==> config.mk <==
export PLATFORM = sky130hd
export DESIGN_NAME = piw_top
export DESIGN_NICKNAME = d
export VERILOG_FILES = /design/src/common/piw_pkg.sv /design/src/common/piw_sync_if.sv /design/src/hdl/piw_pin_sync.sv /design/src/hdl/piw_top.sv
export SDC_FILE = /design/constraint.sdc
export NUM_CORES = 1
export LEC_CHECK = 0
export BUFFER_PORTS_ARGS = -buffer_cell sky130_fd_sc_hd__buf_4
export CAP_MARGIN = 25
export CORE_MARGIN = 2
export CORE_UTILIZATION = 57
export DETAILED_ROUTE_END_ITERATION = 6
export PLACE_DENSITY = 0.78
export SYNTH_ARGS = -nofsm -noshare
export SYNTH_HDL_FRONTEND = slang
export SYNTH_HIERARCHICAL = 1
export SYNTH_SLANG_ARGS = --single-unit
==> constraint.sdc <==
create_clock -name clock -period 2.9 [get_ports clock]
set_input_delay 0.29 -clock clock [delete_from_list [all_inputs] [get_ports clock]]
set_output_delay 0.29 -clock clock [all_outputs]
set_load 0.01 [all_outputs]
==> src/common/piw_pkg.sv <==
package piw_pkg;
  // register offsets on the port
  localparam logic [7:0] ADDR_EXT_EN = 8'h84;
  localparam logic [7:0] ADDR_EXT_FLG = 8'h85;
  localparam logic [7:0] ADDR_TIMER_AND_LEGACY_PIN_CONTROL = 8'h88;
  localparam logic [7:0] ADDR_SH_FLG = 8'h95;
  localparam logic [7:0] ADDR_P1_WAKE = 8'h96;
  localparam logic [7:0] ADDR_IE_MAIN = 8'ha8;
  localparam logic [7:0] ADDR_IE_SEC = 8'ha9;
  localparam logic [7:0] ADDR_LVD_CTL = 8'hbf;
  // field positions
  localparam int TIMER_AND_LEGACY_PIN_CONTROL_IT0 = 0;
  localparam int TIMER_AND_LEGACY_PIN_CONTROL_IE0 = 1;
  localparam int TIMER_AND_LEGACY_PIN_CONTROL_IT1 = 2;
  localparam int TIMER_AND_LEGACY_PIN_CONTROL_IE1 = 3;
  localparam int SHF_P1 = 1;
  localparam int SHF_LV = 7;
  localparam int IEM_EX0 = 0;
  localparam int IEM_EX1 = 2;
  localparam int IEM_EA = 7;
  localparam int IES_P1 = 1;
  localparam int IES_SHARED = 2;
  localparam int LVD_IRQ_EN = 7;
  localparam int LVD_STATUS = 6;
  localparam int LVD_SEL_W = 4;
  // read default byte and ie_main write mask
  localparam logic [7:0] RST_BYTE = 8'h00;
  localparam logic [7:0] IEM_MASK = 8'hbf;
  // synchroniser lane map: legacy pins, extended pins, port1, comparator
  localparam int SYN_L0 = 0;
  localparam int SYN_L1 = 1;
  localparam int SYN_EXT = 2;
  localparam int SYN_P1 = 10;
  localparam int SYN_LV = 18;
  localparam int SYN_W = 19;
  localparam logic [18:0] SYN_RST = 19'h3ffff;
  localparam int SYNC_STAGES = 2;
  typedef enum logic [2:0] {
    ST_RUN = 3'b001,
    ST_HALT = 3'b010,
    ST_RESUME = 3'b100
  } piw_mode_type;
  typedef struct packed {
    logic [7:0] ext_en;
    logic [7:0] ext_flg;
    logic [7:0] timer_and_legacy_pin_control;
    logic lv_flag;
    logic p1_flag;
    logic [7:0] p1_wake;
    logic [7:0] ie_main;
    logic [7:0] ie_sec;
    logic lv_irq_en;
    logic [3:0] lvd_sel;
    piw_mode_type mode;
    logic [7:0] rdata;
    logic irq_l0;
    logic irq_l1;
    logic irq_ext;
    logic irq_p1;
    logic irq_lv;
    logic wake_req;
    logic pd_refused;
    logic halt_active;
  } piw_state_type;
endpackage

==> src/common/piw_sync_if.sv <==
`timescale 1ns/1ps
`default_nettype none
interface piw_sync_if #(parameter int W = 19);
  logic [W-1:0] level;
  logic [W-1:0] fall;
  logic [W-1:0] change;
  modport drv (output level, output fall, output change);
  modport use_side (input level, input fall, input change);
endinterface // piw_sync_if
`default_nettype wire

==> src/hdl/piw_pin_sync.sv <==
`timescale 1ns/1ps
`default_nettype none
module piw_pin_sync #(
  parameter int W = 19,
  parameter logic [W-1:0] RST_VAL = '1
) (
  input wire logic clock,
  input wire logic rstn,
  input wire logic [W-1:0] pins_async,
  piw_sync_if.drv sy
);
  typedef struct packed {
    logic [W-1:0] meta;
    logic [W-1:0] level;
    logic [W-1:0] prev;
  } piw_sync_state_type;
  piw_sync_state_type s_reg;
  piw_sync_state_type s_next;

  // meta feeds only the second stage; edges use the later stages
  always_comb begin
    s_next = s_reg;
    s_next.meta = pins_async;
    s_next.level = s_reg.meta;
    s_next.prev = s_reg.level;
  end

  always_ff @(posedge clock or negedge rstn) begin
    if (!rstn) begin
      s_reg <= '{meta: RST_VAL, level: RST_VAL, prev: RST_VAL};
    end else begin
      s_reg <= s_next;
    end
  end

  assign sy.level = s_reg.level;
  assign sy.fall = s_reg.prev & ~s_reg.level;
  assign sy.change = s_reg.prev ^ s_reg.level;
endmodule // piw_pin_sync
`default_nettype wire

==> src/hdl/piw_top.sv <==
// Functional notes
// - trigger bit 0 level, 1 falling edge
// - extended pins falling edge only
// - port1 change either direction triggers
// - refuse power down on enabled low pin
// - extended enables gate irq and wake
// - extended also needs shared enable
// - extended flags set regardless of enable
// - extended flags cleared only by software
// - legacy flags set on edge, auto clear
// - legacy enables gate irq and wake
// - global enable blocks all irq entry
// - low voltage flag hardware set only
// - port1 flag set by enabled pin change
// - port1 flag auto or software clear
// - shared flags: write 0 clears
// - port1 wake register per pin enable
// - shared bit gates extended and lowvolt
// - lowvolt irq needs both enables
// - four bit threshold select to comparator
// - port1 irq enable not gating wake
// - resume runs one instruction first
//
// Strobed register access was left to the implementer.
`timescale 1ns/1ps
`default_nettype none
module piw_top
  import piw_pkg::*;
(
  input wire logic clock,
  input wire logic rstn,
  input wire logic [7:0] addr,
  input wire logic [7:0] wdata,
  input wire logic wr_strobe,
  input wire logic rd_strobe,
  output logic [7:0] rdata,
  input wire logic legacy_pin_zero,
  input wire logic legacy_pin_one,
  input wire logic [7:0] extended_pins,
  input wire logic [7:0] port1_pins,
  input wire logic low_voltage_status,
  output logic [3:0] lvd_level_sel,
  input wire logic ack_legacy_zero,
  input wire logic ack_legacy_one,
  input wire logic ack_port1,
  input wire logic power_down_request,
  input wire logic instr_done,
  output logic irq_legacy_zero,
  output logic irq_legacy_one,
  output logic irq_extended,
  output logic irq_port1,
  output logic irq_low_voltage,
  output logic wake_request,
  output logic pd_refused,
  output logic halt_active
);
  piw_state_type s_reg;
  piw_state_type s_next;
  piw_sync_if #(.W(SYN_W)) sy ();

  ////////////////////////////////////////////////////////////
  // two-stage pin synchroniser
  piw_pin_sync #(.W(SYN_W), .RST_VAL(SYN_RST)) u_sync (
    .clock(clock),
    .rstn(rstn),
    .pins_async({low_voltage_status, port1_pins, extended_pins,
                 legacy_pin_one, legacy_pin_zero}),
    .sy(sy)
  );

  // set wins over clear
  function automatic logic sticky(input logic old, input logic set,
                                  input logic clr);
    sticky = set | (old & ~clr);
  endfunction

  ////////////////////////////////////////////////////////////
  logic lvl0;
  logic lvl1;
  logic [7:0] lvl_ext;
  logic [7:0] fall_ext;
  logic [7:0] chg_p1;
  logic lv_rise;
  logic ea;
  logic shared;
  logic ex0;
  logic ex1;
  logic req0;
  logic req1;
  logic req_ext;
  logic req_p1;
  logic req_lv;
  logic wake_any;
  logic refuse;
  logic run;

  always_comb begin
    lvl0 = sy.level[SYN_L0];
    lvl1 = sy.level[SYN_L1];
    lvl_ext = sy.level[SYN_EXT +: 8];
    fall_ext = sy.fall[SYN_EXT +: 8];
    chg_p1 = sy.change[SYN_P1 +: 8];
    lv_rise = sy.change[SYN_LV] & sy.level[SYN_LV];
    ea = s_reg.ie_main[IEM_EA];
    shared = s_reg.ie_sec[IES_SHARED];
    ex0 = s_reg.ie_main[IEM_EX0];
    ex1 = s_reg.ie_main[IEM_EX1];
    run = (s_reg.mode == ST_RUN);
    // level or edge per trigger bit
    req0 = ex0 & (s_reg.timer_and_legacy_pin_control[TIMER_AND_LEGACY_PIN_CONTROL_IT0] ? s_reg.timer_and_legacy_pin_control[TIMER_AND_LEGACY_PIN_CONTROL_IE0] : ~lvl0);
    req1 = ex1 & (s_reg.timer_and_legacy_pin_control[TIMER_AND_LEGACY_PIN_CONTROL_IT1] ? s_reg.timer_and_legacy_pin_control[TIMER_AND_LEGACY_PIN_CONTROL_IE1] : ~lvl1);
    req_ext = shared & |(s_reg.ext_en & s_reg.ext_flg);
    // port1 irq enable gates irq only
    req_p1 = s_reg.ie_sec[IES_P1] & s_reg.p1_flag;
    req_lv = shared & s_reg.lv_irq_en & s_reg.lv_flag;
    wake_any = (ex0 & (~lvl0 | s_reg.timer_and_legacy_pin_control[TIMER_AND_LEGACY_PIN_CONTROL_IE0]))
             | (ex1 & (~lvl1 | s_reg.timer_and_legacy_pin_control[TIMER_AND_LEGACY_PIN_CONTROL_IE1]))
             | (shared & |(s_reg.ext_en & (~lvl_ext | s_reg.ext_flg)))
             | |(s_reg.p1_wake & chg_p1);
    refuse = (ex0 & ~lvl0) | (ex1 & ~lvl1)
           | (shared & |(s_reg.ext_en & ~lvl_ext));
  end

  ////////////////////////////////////////////////////////////
  always_comb begin
    s_next = s_reg;
    s_next.rdata = RST_BYTE;
    s_next.wake_req = 1'b0;
    s_next.pd_refused = 1'b0;
    // software writes
    if (wr_strobe) begin
      if (addr == ADDR_EXT_EN) begin
        s_next.ext_en = wdata;
      end else if (addr == ADDR_EXT_FLG) begin
        s_next.ext_flg = wdata;
      end else if (addr == ADDR_TIMER_AND_LEGACY_PIN_CONTROL) begin
        s_next.timer_and_legacy_pin_control = wdata;
      end else if (addr == ADDR_SH_FLG) begin
        s_next.lv_flag = s_reg.lv_flag & wdata[SHF_LV];
        s_next.p1_flag = s_reg.p1_flag & wdata[SHF_P1];
      end else if (addr == ADDR_P1_WAKE) begin
        s_next.p1_wake = wdata;
      end else if (addr == ADDR_IE_MAIN) begin
        s_next.ie_main = wdata & IEM_MASK;
      end else if (addr == ADDR_IE_SEC) begin
        s_next.ie_sec = wdata;
      end else if (addr == ADDR_LVD_CTL) begin
        s_next.lv_irq_en = wdata[LVD_IRQ_EN];
        s_next.lvd_sel = wdata[LVD_SEL_W-1:0];
      end
    end
    // edge sets flag, no auto clear
    s_next.ext_flg = s_next.ext_flg | fall_ext;
    // legacy flags set on edge, cleared on vector
    s_next.timer_and_legacy_pin_control[TIMER_AND_LEGACY_PIN_CONTROL_IE0] = sticky(s_next.timer_and_legacy_pin_control[TIMER_AND_LEGACY_PIN_CONTROL_IE0],
                                   sy.fall[SYN_L0], ack_legacy_zero);
    s_next.timer_and_legacy_pin_control[TIMER_AND_LEGACY_PIN_CONTROL_IE1] = sticky(s_next.timer_and_legacy_pin_control[TIMER_AND_LEGACY_PIN_CONTROL_IE1],
                                   sy.fall[SYN_L1], ack_legacy_one);
    s_next.p1_flag = sticky(s_next.p1_flag, |(chg_p1 & s_reg.p1_wake),
                            ack_port1);
    s_next.lv_flag = sticky(s_next.lv_flag, lv_rise, 1'b0);
    // power mode sequencing
    case (s_reg.mode)
      ST_RUN: begin
        if (power_down_request) begin
          if (refuse) begin
            s_next.pd_refused = 1'b1;
          end else begin
            s_next.mode = ST_HALT;
          end
        end
      end
      ST_HALT: begin
        if (wake_any) begin
          s_next.mode = ST_RESUME;
          s_next.wake_req = 1'b1;
        end
      end
      ST_RESUME: begin
        if (instr_done) begin
          s_next.mode = ST_RUN;
        end
      end
      default: begin
        s_next.mode = ST_RUN;
      end
    endcase
    s_next.halt_active = (s_next.mode == ST_HALT);
    s_next.irq_l0 = run & ea & req0;
    s_next.irq_l1 = run & ea & req1;
    s_next.irq_ext = run & ea & req_ext;
    s_next.irq_p1 = run & ea & req_p1;
    s_next.irq_lv = run & ea & req_lv;
    // read port
    if (rd_strobe) begin
      if (addr == ADDR_EXT_EN) begin
        s_next.rdata = s_reg.ext_en;
      end else if (addr == ADDR_EXT_FLG) begin
        s_next.rdata = s_reg.ext_flg;
      end else if (addr == ADDR_TIMER_AND_LEGACY_PIN_CONTROL) begin
        s_next.rdata = s_reg.timer_and_legacy_pin_control;
      end else if (addr == ADDR_SH_FLG) begin
        s_next.rdata[SHF_LV] = s_reg.lv_flag;
        s_next.rdata[SHF_P1] = s_reg.p1_flag;
      end else if (addr == ADDR_P1_WAKE) begin
        s_next.rdata = s_reg.p1_wake;
      end else if (addr == ADDR_IE_MAIN) begin
        s_next.rdata = s_reg.ie_main;
      end else if (addr == ADDR_IE_SEC) begin
        s_next.rdata = s_reg.ie_sec;
      end else if (addr == ADDR_LVD_CTL) begin
        s_next.rdata[LVD_IRQ_EN] = s_reg.lv_irq_en;
        s_next.rdata[LVD_STATUS] = sy.level[SYN_LV];
        s_next.rdata[LVD_SEL_W-1:0] = s_reg.lvd_sel;
      end
    end
  end

  always_ff @(posedge clock or negedge rstn) begin
    if (!rstn) begin
      s_reg <= '{mode: ST_RUN, default: '0};
    end else begin
      s_reg <= s_next;
    end
  end

  ////////////////////////////////////////////////////////////
  assign rdata = s_reg.rdata;
  assign lvd_level_sel = s_reg.lvd_sel;
  assign irq_legacy_zero = s_reg.irq_l0;
  assign irq_legacy_one = s_reg.irq_l1;
  assign irq_extended = s_reg.irq_ext;
  assign irq_port1 = s_reg.irq_p1;
  assign irq_low_voltage = s_reg.irq_lv;
  assign wake_request = s_reg.wake_req;
  assign pd_refused = s_reg.pd_refused;
  assign halt_active = s_reg.halt_active;

  logic [4:0] irq_vec;
  assign irq_vec = {irq_legacy_zero, irq_legacy_one, irq_extended,
                    irq_port1, irq_low_voltage};
endmodule // piw_top
`default_nettype wire

### After elaboration in Yosys (flattened, before gate mapping)

Index checks and enable logic that the tools add are counted.

* bits in registers: 130
* input port bits: 44
* output and inout port bits: 20
* logic and storage cells: 145

* equality and inequality tests: 12
* mux-type cells: 42
* bitwise gates (word level): 57
* reductions and logical operators: 10

Operators by type and width (number)
* 47-bit 2-to-1 mux: 2
* 8-bit 2-to-1 mux: 11
* 8-bit == test, second input constant: 8
* 39-bit 2-to-1 mux: 1
* 8-bit AND: 4
* 8-bit OR reduction: 4
* 31-bit 2-to-1 mux: 1
* 29-bit 2-to-1 mux: 1
* 1-bit AND: 24
* 21-bit 2-to-1 mux: 1
* 19-bit XOR: 1
* 8-bit OR: 2
* 5-bit 2-to-1 mux: 3
* 13-bit 2-to-1 mux: 1
* 3-bit 2-to-1 mux: 4
* 1-bit NOT: 12
* 1-bit OR: 11
* 10-bit AND: 1
* 1-bit 2-to-1 mux: 10
* 10-bit NOT: 1
* 3-bit case mux with 3 select lines: 1
* 9-bit AND reduction: 1
* 2-bit 2-to-1 mux: 4
* 4-bit 2-to-1 mux: 2
* 9 further kinds: 10

### Longest topological paths before layout

* word-level depth: 12
* depth in mapped cells: 8
* depth with buffers taken out: 8

### By module

Netlist, hierarchy kept.

By module, submodules not included
* piw_top: instances 1, cells an instance 323, area an instance 3631.0 um2, sequential area each 1828.0 um2
* piw_pin_sync: instances 1, cells an instance 133, area an instance 2016.9 um2, sequential area each 1493.9 um2

### Least setup slack after synthesis

Ideal clock, no wire load.

* path type: input -> register
* from: input port addr[5]
* to: register s_reg[40] (netlist bit)
* library setup time: 125 ps
* data arrival time: 1785 ps
* data required time: 2775 ps
* slack: 990 ps
* stages on the path: 5
* path buffers: 1
* cell sequence: or3b_1 -> buf_2 -> or3_1 -> nor2_4 -> mux2_2

* word-level cells in the longest chain between the ends: 3
* elaborated cells on any way between the ends: 10
* those cells by class: eq/ne: 5; bitwise: 4; reduce/logical: 1

RTL lines
* start: declaration: RTL line piw_top.sv:32 `input wire logic [7:0] addr,`
* 8-bit == test (on tied branches)
* 1-bit NOT (no line)
* 6-bit AND reduction (no line) (*)
* end signal: assignment: RTL line piw_top.sv:223 `s_reg <= s_next;`
* end: declaration: RTL line piw_top.sv:57 `piw_state_type s_reg;`

Mark *: on every way between the ends. The rest lies on a longest branch, timed or not.
A chain may end at the register's enable or synchronous reset.

==> reports/results.tsv <==
metric	value	unit
TNS Setup	0	ps
Setup CP Type	flip-flop to flip-flop	
clock-pin slew on the worst setup and hold paths	60	ps
Post-DP HPWL	7.927	mm
CTS root buffer	clkbuf_8	
Critical-path top delay cell	dfstp_2	
Top Family by Delay on Critical Path	simple AND/OR/NAND/NOR gates	
final count of negative-setup-slack endpoints	0	
Skew-Pair Late Insertion Delay	520	ps
Bufs and invs on worst path	2	
grt ovf	0	
die width	102.7	microns
initial antenna violation count	0	
Fmax	434.2	MHz
post-synthesis cell count	438	
Final GP Congestion	0.9409	
worst path cell trace	inv_1, ha_1, inv_1, a22oi_1, and4_1, nand3_1, nor3b_1, o31ai_1	
Critical Path RT	3280	ps
crit start category	flip-flop	
Port-buffer cells	63	
largest net degree at the start of global routing	60	
DRC	0	
Initial Utilization	57.85	%
GRT Util Overall	23.87	%
Final Skew	7.701	ps
Post-Syn Area	5550	sq um
Slew Viols, Final	0	
H-tree depth	4	
Die Height	102.7	microns
Mean Syn Cell Area	12.67	sq um
grt met1 use	32.33	%
share of layout cells above drive strength 1	38.74	%
status	completed	
Finished Layout Cells	657	
# nets final	574	
CTS buffer count	17	
Cell Pwr Density	652.0	nW/um^2
area grow syn2layout	22.36	%
row cnt	36	
peak supply drop	0.4240	mV
placed cells	603	
Largest register FFs	50	
Crit path top cell by count	inv_1	
Max FO, Critical Path	4	
CP endpoint kind	flip-flop	
WL final	11.86	mm
setup ws final	597.0	ps
pre-CTS WS	564.2	ps
Crit path largest cell delay	530	ps
Worst EP arrival	2680	ps
CTS sink count	130	
Starting DRT DRC Count	254	
Routed WL per cell	18.06	microns
GRT busiest layer	met2	
clock period minus final worst setup slack	2303	ps
vias in the first global route	3645	
Synth Net Count	501	
Worst-Margin Slew	716.1	ps
Core Util, Final	70.79	%
DR pass1 iterations	5	
Fin. Hold Viols	0	
Vias	3688	
I/O Pins	64	
Avg Vias per Cell	5.613	
clock tree buffer depth	2	
leak pwr	3.209	nW
Tcrit/Tclk final	79.41	%
first-pass GRT wire length	18.53	mm
n_diodes	0	
die area	10540	sq um
met2 usage	36.85	%
HP Class	primary input to flip-flop	
Ys Warns	6	
ANT nets after route	0	
CTS tree	yes	
post-CTS sizing	0	
number of setup buffers added after CTS	0	
Slew HR	51.90	%
RSZ-0062 raised after global routing	no	
met3 Use GR	6.237	%
CTS Hold Bufs	22	
floorplan core area	9594	sq um
Max-Cap Viols	0	
-- final cells by class --
cell class / count / area, sq um
Fill cell: 637 / 2803
Timing Repair Buffer: 87 / 720.7
Sequential cell: 130 / 3322
Tap cell: 133 / 166.4
Multi-Input combinational cell: 227 / 1827
Clock buffer: 21 / 449.2
Inverter: 48 / 180.2
Clock inverter: 11 / 126.4
-- layout by cell type, fill, tap and decap left out, types with 5 or more instances in the layout --
| cell | instances |
|---|---|
| a211o_1 | 9 |
| a21oi_1 | 11 |
| a22oi_1 | 5 |
| a32o_1 | 5 |
| buf_4 | 64 |
| clkbuf_16 | 16 |
| dfrtp_1 | 75 |
| dfstp_2 | 55 |
| dlygate4sd3_1 | 22 |
| ha_1 | 19 |
| inv_1 | 48 |
| mux2_2 | 37 |
| mux2_4 | 5 |
| nand2_1 | 16 |
| nor2_1 | 18 |
| o21ai_0 | 23 |
| o22ai_1 | 7 |
-- worst paths after layout --
check	startpoint	to	slack [ps]	depth (start not counted)
min	ack_port1	s_reg[48]	40	4
min in group asynchronous	rstn	irq_port1	330	2
max in group asynchronous	rstn	u_sync/s_next[20]	1760	3
max	u_sync/sy.level[14]	s_reg[18]	600	8
max reg2reg	u_sync/sy.level[14]	s_reg[18]	600	8
min reg2reg	u_sync/s_next[20]	u_sync/sy.level[1]	350	0
-- routing by layer --
| metal | vias up | share of wire [%] |
|---|---|---|
| li1 | 1646 | - |
| met4 | 0 | 2.5 |
| met1 | 1823 | 43 |
| met3 | 33 | 6.7 |
| met5 | - | 0 |
| met2 | 186 | 48 |
-- where the power goes --
part           switching (mW)  internal, mW
logic                   0.183         0.166
registers              0.0702          1.95
clock network           0.783          1.28
-- through the flow --
step           area [sq um]  total power, mW  hold slack [ps]
6_report               6792            4.428            40.46
5_1_grt                6792            4.589            62.68
4_1_cts                6792            4.448            30.19
3_5_place_dp           5996            2.369            334.3
3_3_place_gp           5996            2.351            326.2
2_1_floorplan          5550            2.202           -5.591
-- worst register-to-register path, stage by stage, from the launching register on --
cell and delay, ps:
dfstp_2 530, inv_1 50, ha_1 270, inv_1 40, a22oi_1 220, and4_1 320, nand3_1 120, nor3b_1 470
o31ai_1 150
Note: power is estimated with default switching activity, not from simulation.
